<file path="src/logic/pip_pkg.sv">
// constants for the peripheral interrupt priority controller
package pip_pkg;
	localparam int          LVL_W          = 4;
	localparam int          CODE_W         = 12;
	localparam int          NSRC           = 10;
	localparam int          NMI_LEVEL      = 16;
	// register byte offsets on the bus
	localparam logic [3:0]  OFF_PRIO_A     = 4'h0;
	localparam logic [3:0]  OFF_PRIO_B     = 4'h4;
	localparam logic [3:0]  OFF_NMI_CTRL   = 4'h8;
	localparam logic [3:0]  OFF_EVENT      = 4'hC;
	localparam logic [15:0] PRIO_RESET     = 16'h0000;
	localparam logic [15:0] PRIO_B_WMASK   = 16'hFFF0;
	localparam int          NMI_LEVEL_BIT  = 15;
	localparam int          NMI_EDGE_BIT   = 8;
	// priority field positions (low bit of nibble)
	localparam int          FLD_RTC        = 0;
	localparam int          FLD_WDT        = 12;
	localparam int          FLD_REF        = 8;
	localparam int          FLD_SER        = 4;
	// event codes
	localparam logic [11:0] EV_NMI         = 12'h1C0;
	localparam logic [11:0] EV_ALARM       = 12'h480;
	localparam logic [11:0] EV_PERIODIC    = 12'h4A0;
	localparam logic [11:0] EV_CARRY       = 12'h4C0;
	localparam logic [11:0] EV_RX_ERR      = 12'h4E0;
	localparam logic [11:0] EV_RX_FULL     = 12'h500;
	localparam logic [11:0] EV_TX_EMPTY    = 12'h520;
	localparam logic [11:0] EV_TX_END      = 12'h540;
	localparam logic [11:0] EV_INTERVAL    = 12'h560;
	localparam logic [11:0] EV_REF_CMP     = 12'h580;
	localparam logic [11:0] EV_REF_OVF     = 12'h5A0;
	localparam logic [31:0] VECTOR_OFFSET  = 32'h00000600;
	// status word layout of the core
	localparam int          SW_MD_BIT      = 30;
	localparam int          SW_RB_BIT      = 29;
	localparam int          SW_BL_BIT      = 28;
	localparam int          SW_MASK_LO     = 4;
	localparam logic [1:0]  RESP_OKAY      = 2'h0;
	localparam logic [1:0]  RESP_SLVERR    = 2'h2;
	localparam int          CLK_HZ         = 25000000;
endpackage

</file>
<file path="src/logic/pip_ctrl.sv">
// peripheral interrupt priority controller with axi4-lite registers
// Operation
// - clock alarm, periodic, carry codes, one field
// - serial error, full, empty, end codes
// - watchdog code 560, level from B top
// - refresh compare above overflow, shared field
// - ties resolved by fixed default order
// - priority registers 16-bit, reset zero
// - A fields: timers 0,1,2 then clock
// - B fields: watchdog, refresh, serial, zero
// - field value is level, zero masks
// - bit 15 reads live nonmaskable pin
// - bit 8 picks falling or rising edge
// - control register reset, reserved bits zero
// - pick highest level, keep others pending
// - forward only if level exceeds mask
// - pending output low while request beats mask
// - accept at boundary, load event code
// - save status and pc, set bits
// - jump to vector base plus 600
// - status mask field left unchanged
// - nested higher levels accepted after unblock
// - block bit holds off acceptance
`timescale 1ns/100ps
module pip_ctrl #(
	parameter int ADDR_W = 4
) (
	input  wire logic              clk_i,
	input  wire logic              reset_i,
	// axi4-lite slave
	input  wire logic [ADDR_W-1:0] s_axi_awaddr_i,
	input  wire logic              s_axi_awvalid_i,
	output logic                   s_axi_awready_o,
	input  wire logic [31:0]       s_axi_wdata_i,
	input  wire logic [3:0]        s_axi_wstrb_i,
	input  wire logic              s_axi_wvalid_i,
	output logic                   s_axi_wready_o,
	output logic [1:0]             s_axi_bresp_o,
	output logic                   s_axi_bvalid_o,
	input  wire logic              s_axi_bready_i,
	input  wire logic [ADDR_W-1:0] s_axi_araddr_i,
	input  wire logic              s_axi_arvalid_i,
	output logic                   s_axi_arready_o,
	output logic [31:0]            s_axi_rdata_o,
	output logic [1:0]             s_axi_rresp_o,
	output logic                   s_axi_rvalid_o,
	input  wire logic              s_axi_rready_i,
	// peripheral request levels
	input  wire logic              alarm_request_i,
	input  wire logic              periodic_request_i,
	input  wire logic              carry_up_request_i,
	input  wire logic              receive_error_request_i,
	input  wire logic              receive_full_request_i,
	input  wire logic              transmit_empty_request_i,
	input  wire logic              transmit_end_request_i,
	input  wire logic              interval_timer_request_i,
	input  wire logic              refresh_compare_request_i,
	input  wire logic              refresh_overflow_request_i,
	input  wire logic              nonmaskable_pin_i,
	// core side
	input  wire logic [31:0]       cpu_status_word_i,
	input  wire logic [31:0]       pc_i,
	input  wire logic [31:0]       vector_base_reg_i,
	input  wire logic              instr_boundary_i,
	output logic                   request_pending_out_n_o,
	output logic                   accept_o,
	output logic [11:0]            event_code_reg_o,
	output logic [31:0]            saved_status_reg_o,
	output logic [31:0]            saved_pc_reg_o,
	output logic [31:0]            new_status_word_o,
	output logic [31:0]            handler_pc_o
);
	// a narrower address could not reach the event code register
	if (ADDR_W < 4) begin : g_addr_chk
		$error("ADDR_W must be at least 4");
	end

	localparam logic [4:0] LVL_NMI = 5'(pip_pkg::NMI_LEVEL);

	// fixed default order: index 0 ranks highest
	function automatic logic [11:0] src_code(input int i);
		logic [11:0] c;
		c = pip_pkg::EV_ALARM;
		case (i)
			0: c = pip_pkg::EV_ALARM;
			1: c = pip_pkg::EV_PERIODIC;
			2: c = pip_pkg::EV_CARRY;
			3: c = pip_pkg::EV_RX_ERR;
			4: c = pip_pkg::EV_RX_FULL;
			5: c = pip_pkg::EV_TX_EMPTY;
			6: c = pip_pkg::EV_TX_END;
			7: c = pip_pkg::EV_INTERVAL;
			8: c = pip_pkg::EV_REF_CMP;
			default: c = pip_pkg::EV_REF_OVF;
		endcase
		return c;
	endfunction

	function automatic logic [3:0] nib(input logic [15:0] r, input int lo);
		return r[lo +: pip_pkg::LVL_W];
	endfunction

	// bus state
	logic        aw_have_reg, aw_have_next;
	logic        w_have_reg, w_have_next;
	logic [3:0]  aw_addr_reg, aw_addr_next;
	logic [31:0] w_data_reg, w_data_next;
	logic [3:0]  w_strb_reg, w_strb_next;
	logic        bvalid_reg, bvalid_next;
	logic [1:0]  bresp_reg, bresp_next;
	logic        rvalid_reg, rvalid_next;
	logic [1:0]  rresp_reg, rresp_next;
	logic [31:0] rdata_reg, rdata_next;
	// software registers
	logic [15:0] prio_a_reg, prio_a_next;
	logic [15:0] prio_b_reg, prio_b_next;
	logic        edge_sel_reg, edge_sel_next;
	// nonmaskable edge
	logic        nmi_prev_reg, nmi_prev_next;
	logic        nmi_pend_reg, nmi_pend_next;
	// decision stage
	logic [4:0]  sel_lvl_reg, sel_lvl_next;
	logic [11:0] sel_code_reg, sel_code_next;
	logic        sel_nmi_reg, sel_nmi_next;
	// acceptance outputs
	logic        acc_reg, acc_next;
	logic [11:0] ev_reg, ev_next;
	logic [31:0] ssr_reg, ssr_next;
	logic [31:0] spc_reg, spc_next;
	logic [31:0] nsw_reg, nsw_next;
	logic [31:0] hpc_reg, hpc_next;

	localparam int NSRC_W = pip_pkg::NSRC;
	logic [NSRC_W-1:0] req;
	logic [3:0]  cpu_mask;
	logic        cpu_block;
	logic        beats_mask;
	logic        take;
	logic        wr_go;
	logic        nmi_edge;
	logic [15:0] strb16;

	assign req = {refresh_overflow_request_i, refresh_compare_request_i,
		interval_timer_request_i, transmit_end_request_i,
		transmit_empty_request_i, receive_full_request_i,
		receive_error_request_i, carry_up_request_i,
		periodic_request_i, alarm_request_i};
	assign cpu_mask  = cpu_status_word_i[pip_pkg::SW_MASK_LO +: pip_pkg::LVL_W];
	assign cpu_block = cpu_status_word_i[pip_pkg::SW_BL_BIT];

	function automatic logic [3:0] src_level(input int i, input logic [15:0] a,
		input logic [15:0] b);
		logic [3:0] l;
		l = 4'h0;
		if (i < 3)
			l = nib(a, pip_pkg::FLD_RTC);
		else if (i < 7)
			l = nib(b, pip_pkg::FLD_SER);
		else if (i == 7)
			l = nib(b, pip_pkg::FLD_WDT);
		else
			l = nib(b, pip_pkg::FLD_REF);
		return l;
	endfunction

	// bus handshakes
	assign s_axi_awready_o = !aw_have_reg && !bvalid_reg;
	assign s_axi_wready_o  = !w_have_reg && !bvalid_reg;
	assign s_axi_arready_o = !rvalid_reg;
	assign s_axi_bvalid_o  = bvalid_reg;
	assign s_axi_bresp_o   = bresp_reg;
	assign s_axi_rvalid_o  = rvalid_reg;
	assign s_axi_rresp_o   = rresp_reg;
	assign s_axi_rdata_o   = rdata_reg;
	assign wr_go           = aw_have_reg && w_have_reg && !bvalid_reg;
	assign strb16          = {{8{w_strb_reg[1]}}, {8{w_strb_reg[0]}}};

	always_comb begin
		aw_have_next = aw_have_reg;
		w_have_next  = w_have_reg;
		aw_addr_next = aw_addr_reg;
		w_data_next  = w_data_reg;
		w_strb_next  = w_strb_reg;
		bvalid_next  = bvalid_reg;
		bresp_next   = bresp_reg;
		rvalid_next  = rvalid_reg;
		rresp_next   = rresp_reg;
		rdata_next   = rdata_reg;
		prio_a_next  = prio_a_reg;
		prio_b_next  = prio_b_reg;
		edge_sel_next = edge_sel_reg;
		if (s_axi_awvalid_i && s_axi_awready_o) begin
			aw_have_next = 1'b1;
			aw_addr_next = s_axi_awaddr_i[3:0];
		end
		if (s_axi_wvalid_i && s_axi_wready_o) begin
			w_have_next = 1'b1;
			w_data_next = s_axi_wdata_i;
			w_strb_next = s_axi_wstrb_i;
		end
		if (wr_go) begin
			aw_have_next = 1'b0;
			w_have_next  = 1'b0;
			bvalid_next  = 1'b1;
			bresp_next   = pip_pkg::RESP_OKAY;
			unique case (aw_addr_reg)
				pip_pkg::OFF_PRIO_A:
					prio_a_next = (prio_a_reg & ~strb16) |
						(w_data_reg[15:0] & strb16);
				pip_pkg::OFF_PRIO_B:
					prio_b_next = (prio_b_reg & ~(strb16 & pip_pkg::PRIO_B_WMASK)) |
						(w_data_reg[15:0] & strb16 & pip_pkg::PRIO_B_WMASK);
				pip_pkg::OFF_NMI_CTRL: begin
					if (w_strb_reg[1])
						edge_sel_next = w_data_reg[pip_pkg::NMI_EDGE_BIT];
				end
				pip_pkg::OFF_EVENT: ;
				default:
					bresp_next = pip_pkg::RESP_SLVERR;
			endcase
		end else if (bvalid_reg && s_axi_bready_i) begin
			bvalid_next = 1'b0;
		end
		if (s_axi_arvalid_i && s_axi_arready_o) begin
			rvalid_next = 1'b1;
			rresp_next  = pip_pkg::RESP_OKAY;
			rdata_next  = 32'h00000000;
			unique case (s_axi_araddr_i[3:0])
				pip_pkg::OFF_PRIO_A: rdata_next[15:0] = prio_a_reg;
				pip_pkg::OFF_PRIO_B: rdata_next[15:0] = prio_b_reg;
				pip_pkg::OFF_NMI_CTRL: begin
					// other bits stay zero
					rdata_next[pip_pkg::NMI_LEVEL_BIT] = nonmaskable_pin_i;
					rdata_next[pip_pkg::NMI_EDGE_BIT]  = edge_sel_reg;
				end
				pip_pkg::OFF_EVENT: rdata_next[11:0] = ev_reg;
				default: rresp_next = pip_pkg::RESP_SLVERR;
			endcase
		end else if (rvalid_reg && s_axi_rready_i) begin
			rvalid_next = 1'b0;
		end
	end

	// nonmaskable edge detection and latch
	assign nmi_edge = edge_sel_reg ? (nonmaskable_pin_i && !nmi_prev_reg) :
		(!nonmaskable_pin_i && nmi_prev_reg);

	always_comb begin
		nmi_prev_next = nonmaskable_pin_i;
		nmi_pend_next = nmi_pend_reg;
		if (take && sel_nmi_reg)
			nmi_pend_next = 1'b0;
		// a fresh edge beats the clear on acceptance
		if (nmi_edge)
			nmi_pend_next = 1'b1;
	end

	// decision stage: one registered cycle, the interval software waits out
	always_comb begin
		logic [3:0] l;
		l = 4'h0;
		sel_lvl_next  = 5'h00;
		sel_code_next = 12'h000;
		sel_nmi_next  = 1'b0;
		for (int i = 0; i < pip_pkg::NSRC; i++) begin
			l = src_level(i, prio_a_reg, prio_b_reg);
			// strict compare: earlier index keeps ties
			if (req[i] && ({1'b0, l} > sel_lvl_next)) begin
				sel_lvl_next  = {1'b0, l};
				sel_code_next = src_code(i);
			end
		end
		if (nmi_pend_reg) begin
			sel_lvl_next  = LVL_NMI;
			sel_code_next = pip_pkg::EV_NMI;
			sel_nmi_next  = 1'b1;
		end
	end

	// level zero never beats mask zero, so it stays masked
	assign beats_mask = sel_lvl_reg > {1'b0, cpu_mask};
	// pin ignores the block bit
	assign request_pending_out_n_o = !beats_mask;
	// lower requests stay on their inputs, nothing is discarded
	assign take = beats_mask && !cpu_block && instr_boundary_i && !acc_reg;

	always_comb begin
		acc_next = take;
		ev_next  = ev_reg;
		ssr_next = ssr_reg;
		spc_next = spc_reg;
		nsw_next = nsw_reg;
		hpc_next = hpc_reg;
		if (take) begin
			ev_next  = sel_code_reg;
			ssr_next = cpu_status_word_i;
			spc_next = pc_i;
			nsw_next = cpu_status_word_i;   // mask bits pass through
			nsw_next[pip_pkg::SW_BL_BIT] = 1'b1;
			nsw_next[pip_pkg::SW_MD_BIT] = 1'b1;
			nsw_next[pip_pkg::SW_RB_BIT] = 1'b1;
			hpc_next = vector_base_reg_i + pip_pkg::VECTOR_OFFSET;
		end
	end

	assign accept_o           = acc_reg;
	assign event_code_reg_o   = ev_reg;
	assign saved_status_reg_o = ssr_reg;
	assign saved_pc_reg_o     = spc_reg;
	assign new_status_word_o  = nsw_reg;
	assign handler_pc_o       = hpc_reg;

	// no standby input: only reset_i clears state
	always_ff @(posedge clk_i or posedge reset_i) begin
		if (reset_i) begin
			aw_have_reg  <= 1'b0;
			w_have_reg   <= 1'b0;
			aw_addr_reg  <= 4'h0;
			w_data_reg   <= 32'h00000000;
			w_strb_reg   <= 4'h0;
			bvalid_reg   <= 1'b0;
			bresp_reg    <= pip_pkg::RESP_OKAY;
			rvalid_reg   <= 1'b0;
			rresp_reg    <= pip_pkg::RESP_OKAY;
			rdata_reg    <= 32'h00000000;
			prio_a_reg   <= pip_pkg::PRIO_RESET;
			prio_b_reg   <= pip_pkg::PRIO_RESET;
			edge_sel_reg <= 1'b0;
			nmi_prev_reg <= 1'b1;
			nmi_pend_reg <= 1'b0;
			sel_lvl_reg  <= 5'h00;
			sel_code_reg <= 12'h000;
			sel_nmi_reg  <= 1'b0;
			acc_reg      <= 1'b0;
			ev_reg       <= 12'h000;
			ssr_reg      <= 32'h00000000;
			spc_reg      <= 32'h00000000;
			nsw_reg      <= 32'h00000000;
			hpc_reg      <= 32'h00000000;
		end else begin
			aw_have_reg  <= aw_have_next;
			w_have_reg   <= w_have_next;
			aw_addr_reg  <= aw_addr_next;
			w_data_reg   <= w_data_next;
			w_strb_reg   <= w_strb_next;
			bvalid_reg   <= bvalid_next;
			bresp_reg    <= bresp_next;
			rvalid_reg   <= rvalid_next;
			rresp_reg    <= rresp_next;
			rdata_reg    <= rdata_next;
			prio_a_reg   <= prio_a_next;
			prio_b_reg   <= prio_b_next;
			edge_sel_reg <= edge_sel_next;
			nmi_prev_reg <= nmi_prev_next;
			nmi_pend_reg <= nmi_pend_next;
			sel_lvl_reg  <= sel_lvl_next;
			sel_code_reg <= sel_code_next;
			sel_nmi_reg  <= sel_nmi_next;
			acc_reg      <= acc_next;
			ev_reg       <= ev_next;
			ssr_reg      <= ssr_next;
			spc_reg      <= spc_next;
			nsw_reg      <= nsw_next;
			hpc_reg      <= hpc_next;
		end
	end
endmodule

</file>
<file path="config.mk">
export PLATFORM = sky130hd
export DESIGN_NAME = pip_ctrl
export DESIGN_NICKNAME = d
export VERILOG_FILES = /design/src/logic/pip_pkg.sv /design/src/logic/pip_ctrl.sv
export SDC_FILE = /design/constraint.sdc
export NUM_CORES = 1
export LEC_CHECK = 0
export ABC_AREA = 1
export BUFFER_PORTS_ARGS = -buffer_cell sky130_fd_sc_hd__buf_2
export CORE_UTILIZATION = 45
export CTS_BUF_LIST = sky130_fd_sc_hd__clkbuf_4
export CTS_CLUSTER_SIZE = 8
export DETAILED_ROUTE_END_ITERATION = 8
export PLACE_DENSITY = 0.79
export SLEW_MARGIN = 10
export SYNTH_ARGS = -nofsm -noshare
export SYNTH_HDL_FRONTEND = slang
export SYNTH_SLANG_ARGS = --single-unit
</file>
<file path="constraint.sdc">
create_clock -name clk_i -period 10.3 [get_ports clk_i]
set_input_delay 2.06 -clock clk_i [delete_from_list [all_inputs] [get_ports clk_i]]
set_output_delay 2.06 -clock clk_i [all_outputs]
set_load 0.02 [all_outputs]
</file>
[Word-level counts from Yosys, hierarchy flattened]
Cells that the tools add are included.
Cells by class
  add/subtract/negate cells: 1
  $lt $le $gt $ge: 11
  equality and inequality tests: 6
  multiplexer cells: 41
  bitwise logic cells: 7
  reduce and logical (&&, ||, !) cells: 46
Operators with widths (count)
  12-bit 2-to-1 mux: 10
  5-bit 2-to-1 mux: 10
  16-bit AND: 3
  4-bit by 5-bit > comparator with 1-bit output: 9
  32-bit by 11-bit adder with 32-bit output (second input constant): 1
  16-bit NOT: 2
  16-bit OR: 2
  1-bit logical AND: 25
  8-bit case mux with 3 select lines: 1
  4-bit == test (second input constant): 4
  1-bit 2-to-1 mux: 12
  11-bit 2-to-1 mux: 1
  2-bit nonzero test: 5
  1-bit zero test: 9
  3-bit case mux with 3 select lines: 1
  4-bit by 3-bit == test with 1-bit output (second input constant): 2
  4-bit zero test: 2
  4-bit OR reduction: 2
  3-bit case mux with 2 select lines: 1
  5-bit by 4-bit > comparator with 1-bit output: 1
  4-bit by 1-bit > comparator with 1-bit output (second input constant): 1
  2-bit 2-to-1 mux: 2
  4-bit 2-to-1 mux: 1
  1-bit case mux with 4 select lines: 1
  other kinds (3): 4
Word-level totals
  bits in registers: 240
  input bits: 159
  output and inout port bits: 183
  logic and storage cells: 136

[Longest topological paths before layout]
  depth after elaboration: 31
  gate-level depth with buffers: 77
  gate-level depth less buffers: 74

[Worst setup path after synthesis]
No wires, ideal clock.
  path kind: input -> register
  start: input port alarm_request_i
  end: register sel_code_reg[10]
  setup time: 0.113 ns
  data arrival time: 10.167 ns
  required time: 10.187 ns
  slack: 0.020 ns
  cell stages on the path: 70
  path buffers: 3
  cell sequence: nor2_4 inv_1 nand3_1 ha_1 nand2_1 nand2_1 nand2_2 nand2_2 nand2_4 nand2_1 ha_1 nand2_1 inv_1 a21oi_2 nand2_2 nand2_2 buf_6 inv_1 [34 not listed] nand2_1 and2_1 inv_1 ha_1 a41oi_1 nand2_1 inv_1 nand2_1 and2_1 ha_1 nand3_1 o22ai_1 o221ai_2 nand2_1 inv_1 nand4_1 nand2_1 inv_1
Between the ends
  longest elaborated chain between the ends: 30
  elaborated cells on any way between the ends: 39
  classes of those cells: 9 x order compare; 20 x mux; 10 x reduce/logical
Ends and longest elaborated chain
  start, declared: RTL line pip_ctrl.sv:49  | input wire logic alarm_request_i,
  1-bit logical AND (*): RTL line pip_ctrl.sv:268  | if (req[i] && ({1'b0, l} > sel_lvl_next)) begin
  4-bit 2-to-1 mux: RTL line pip_ctrl.sv:268
  4-bit by 5-bit > comparator with 1-bit output: RTL line pip_ctrl.sv:268
  1-bit logical AND: RTL line pip_ctrl.sv:268
  5-bit 2-to-1 mux: RTL line pip_ctrl.sv:268
  4-bit by 5-bit > comparator with 1-bit output: RTL line pip_ctrl.sv:268
  1-bit logical AND: RTL line pip_ctrl.sv:268
  5-bit 2-to-1 mux: RTL line pip_ctrl.sv:268
  [15 not listed]
  4-bit by 5-bit > comparator with 1-bit output: RTL line pip_ctrl.sv:268
  1-bit logical AND: RTL line pip_ctrl.sv:268
  5-bit 2-to-1 mux: RTL line pip_ctrl.sv:268
  4-bit by 5-bit > comparator with 1-bit output: RTL line pip_ctrl.sv:268
  1-bit logical AND: RTL line pip_ctrl.sv:268
  12-bit 2-to-1 mux (*): RTL line pip_ctrl.sv:268
  12-bit 2-to-1 mux (*): RTL line pip_ctrl.sv:273  | if (nmi_pend_reg) begin
  net sel_code_next[10]: RTL line pip_ctrl.sv:123  | logic [11:0] sel_code_reg, sel_code_next;
  end signal, assigned: RTL line pip_ctrl.sv:357  | sel_code_reg <= sel_code_next;
  end, declared: RTL line pip_ctrl.sv:123
The timed path passes the listed nets; every way through them passes the cells marked *.
A chain may end at the register's enable or synchronous reset.

[Final worst setup path]
  start: input port alarm_request_i
  end: register sel_lvl_reg[3]
Between the ends
  longest elaborated chain between the ends: 30
Ends and longest elaborated chain
  1-bit logical AND (*): RTL line pip_ctrl.sv:268
  4-bit 2-to-1 mux (*): RTL line pip_ctrl.sv:268
  4-bit by 5-bit > comparator with 1-bit output: RTL line pip_ctrl.sv:268
  1-bit logical AND: RTL line pip_ctrl.sv:268
  5-bit 2-to-1 mux (*): RTL line pip_ctrl.sv:268
  4-bit by 5-bit > comparator with 1-bit output: RTL line pip_ctrl.sv:268
  1-bit logical AND: RTL line pip_ctrl.sv:268
  5-bit 2-to-1 mux (*): RTL line pip_ctrl.sv:268
  [15 not listed]
  4-bit by 5-bit > comparator with 1-bit output: RTL line pip_ctrl.sv:268
  1-bit logical AND: RTL line pip_ctrl.sv:268
  5-bit 2-to-1 mux (*): RTL line pip_ctrl.sv:268
  4-bit by 5-bit > comparator with 1-bit output: RTL line pip_ctrl.sv:268
  1-bit logical AND: RTL line pip_ctrl.sv:268
  5-bit 2-to-1 mux (*): RTL line pip_ctrl.sv:268
  5-bit 2-to-1 mux (*): RTL line pip_ctrl.sv:273
  net sel_lvl_next[3]: RTL line pip_ctrl.sv:122  | logic [4:0] sel_lvl_reg, sel_lvl_next;
  end signal, assigned: RTL line pip_ctrl.sv:356  | sel_lvl_reg <= sel_lvl_next;
  end, declared: RTL line pip_ctrl.sv:122
Marked as above.

==> summary.md <==
| Metric | Value |
|---|---|
| Hold Path Depth | 2 |
| Port Buffers | 298 |
| Core footprint | 20400 um2 |
| Arr. time, crit path | 10.26 ns |
| Maximum Capacitance Violations | 0 |
| Clk_lat worst skew | 0.59 ns |
| Largest net degree at the start of global routing | 127 |
| Status | finished clean |
| Post-synth cell types | 43 |
| Clock-pin slew on the worst setup and hold paths | 0.16 ns |
| Setup tns final | 0 ns |
| Starting Density | 0.462 |
| Dominant cell type by area after synthesis | dfrtp_1 |
| Post-Syn Area | 9440 um2 |
| Post-route ant nets | 0 |
| Die X | 147 um |
| Clk root buf | clkbuf_4 |
| Post-layout min period | 9.78 ns |
| Max Fanout on Critical Path | 8 |
| Max stage delay on crit path | 0.34 ns |
| CP startpoint kind | input pin |
| Final Skew | 0.0264 ns |
| Via density | 4.83 |
| Total number of vias | 8475 |
| Routed WL | 25100 um |
| Worst EP required | 10.78 ns |
| Hold Path Class | reg -> reg |
| Final worst-path cycle share | 0.949 |
| Fmax | 102 MHz |
| PnR worst setup slack | 0.524 ns |
| Routability cong. | 0.894 |
| Slew Limit Fails | 0 |
| Layout cells sized above 1 | 0.325 |
| Reg2Reg Depth | 69 |
| Endpoints failing setup | 0 |
| Routing usage on met3 | 0.0506 |
| CTS tree | built |
| Syn_area_per_cell | 8.17 um2 |
| Routed WL per cell | 14.3 um |
| M2 GR Usage | 0.411 |
| Critical path buffer and inverter count | 12 |
| GR Util met1 | 0.269 |
| CP Depth | 70 |
| Synth area leaders | dfrtp_1, nand2_1, buf_4 |
| Clock Tree Buf Depth | 2 |
| DRC | 0 |
| Die height | 147 um |
| Register area share after synthesis | 0.499 |
| GRT Overall Usage | 0.231 |
| CTS HTree Levels | 4 |
| Setup slack at placement | -0.378 ns |
| Clk sinks | 188 |
| CP Capture Type | flop |
| Initial DRT Pass Iterations | 5 |
| Initial antenna violation count | 7 |
| Area Growth Syn to Fin | 24.9% |
| First-pass GRT wire length | 39400 um |
| Busiest layer in global routing | met2 |
| Cell count after synthesis | 1155 |
| CP top delay family | simple AND/OR/NAND/NOR gates |
| Ys Warns | 0 |
| Total gr overflow | 0 |
| Hold buffer count at CTS | 0 |
| FP Rows | 52 |
| Final #Nets | 1654 |
| Yosys reg bits | 188 |
| DR iter-0 viols | 354 |
| Top Ports | 342 |
| Crit path kind | in -> reg |
| Full die area | 21600 um2 |
| Post-synth top area share | 0.496 |
| Worst-margin pin slew | 1.14 ns |
| HPWL after detailed placement | 18800 um |
| Hold Vio Cnt, Final | 0 |
| Num CTS Buffers | 17 |
| Commonest non-fill, non-tap cell in the layout | nand2_1 |
| Most frequent CP cell | nand2_1 |
| Number of global-route vias before repair | 8123 |
| Slowest CP cell | ha_1 |
| Max_slew headroom | 0.236 |
| Commonest non-fill, non-tap cells in the layout | nand2_1, buf_2, dfrtp_1, inv_1, o21ai_0 |
area by class of cell:
cell class | instances | area, um2
fill | 1847 | 8640
sequential | 188 | 4710
multi-input combinational | 794 | 4070
timing repair buffer | 359 | 1960
inverter | 106 | 410
tap | 270 | 338
clock inverter | 15 | 154
clock buffer | 17 | 128
antenna | 7 | 17.5
stage by stage:
stage	cell area (um2)	utilization	instances	hold slack (ns)
floorplan	9530	-	1179	0.414
global placement	11200	0.551	1715	0.431
detailed placement	11200	0.551	1715	0.443
CTS	11500	0.564	1747	0.455
global route	11800	0.577	1755	0.482
finish	11800	0.577	1756	0.455
cells in the mapped netlist:
master and n:
o211ai_1 2, nand2_2 18, buf_6 2, o221ai_2 1
nand2_4 5, xor2_1 6, nand4_1 6, inv_1 103
nand3_2 5, nor4_1 2, nand2_1 419, nor2_1 58
xnor2_1 2, buf_4 56, ha_1 29, o2111ai_1 1
o22ai_1 2, o31ai_1 7, a221oi_1 3, dfrtp_1 187
clkbuf_1 26, conb_1 1, clkinv_1 2, o21ai_0 71
o21a_1 2, a22o_1 1, dfstp_2 1, and3_1 1
a21oi_2 3, a31oi_1 5, or2_2 2, nand3b_1 3
nand3_1 52, buf_1 7, a32oi_1 1, mux2_2 9
a21oi_1 31, a41oi_1 1, nor3_1 10, nor2_4 2
nor2_2 4, clkinv_2 1, and2_1 5
cells by family (layout without fill, tap and decap cells):
| logic type | count (synthesis) | count (layout) | synth area share |
|---|---|---|---|
| buffers and inverters | 197 | 497 | 0.102 |
| AND/OR/NAND/NOR | 592 | 592 | 0.264 |
| flip-flops | 188 | 188 | 0.499 |
| multiplexers | 9 | 9 | 0.0107 |
| adder cells (fa/ha/maj) | 29 | 29 | 0.0384 |
| XOR/XNOR | 8 | 8 | 0.00742 |
| AO/OA/AOI/OAI | 131 | 131 | 0.0783 |
| other | 1 | 32 | 0.000397 |
metal layers:
metal | routed length (um) | vias to the layer above
met1 | 10300 | 3962
li1 | - | 4214
met3 | 1480 | 34
met4 | 633 | 0
met5 | 0 | -
met2 | 12800 | 265
tightest hold or removal path, stage by stage (launching register included):
cell     delay (ns)
dfrtp_1        0.35
nand2_1        0.05
nand2_1        0.05
worst paths after layout:
kind	start	end	slack, ns
hold / removal	sel_code_reg[6]$_DFF_PP0_	event_code_reg_o[6]$_DFFE_PP0P_	0.45
setup reg to reg	flop	sel_lvl_reg[3]$_DFF_PP0_	1.55
min in group asynchronous	reset_i	w_data_reg[13]$_DFFE_PP0P_	1.65
hold reg to reg	sel_code_reg[6]$_DFF_PP0_	event_code_reg_o[6]$_DFFE_PP0P_	0.45
max in group asynchronous	reset_i	handler_pc_o[30]$_DFFE_PP0P_	7.32
setup / recovery	alarm_request_i	sel_lvl_reg[3]$_DFF_PP0_	0.52
what timing repair did:
action                     4_1_cts  5_1_grt
resized for setup                0       54
setup buffers                    0        2
hold endpoints to repair         0        0
setup endpoints to repair        0        9
Power is not shown: default switching activity piles up to over one toggle a cycle in this logic, so the estimate is an artifact.
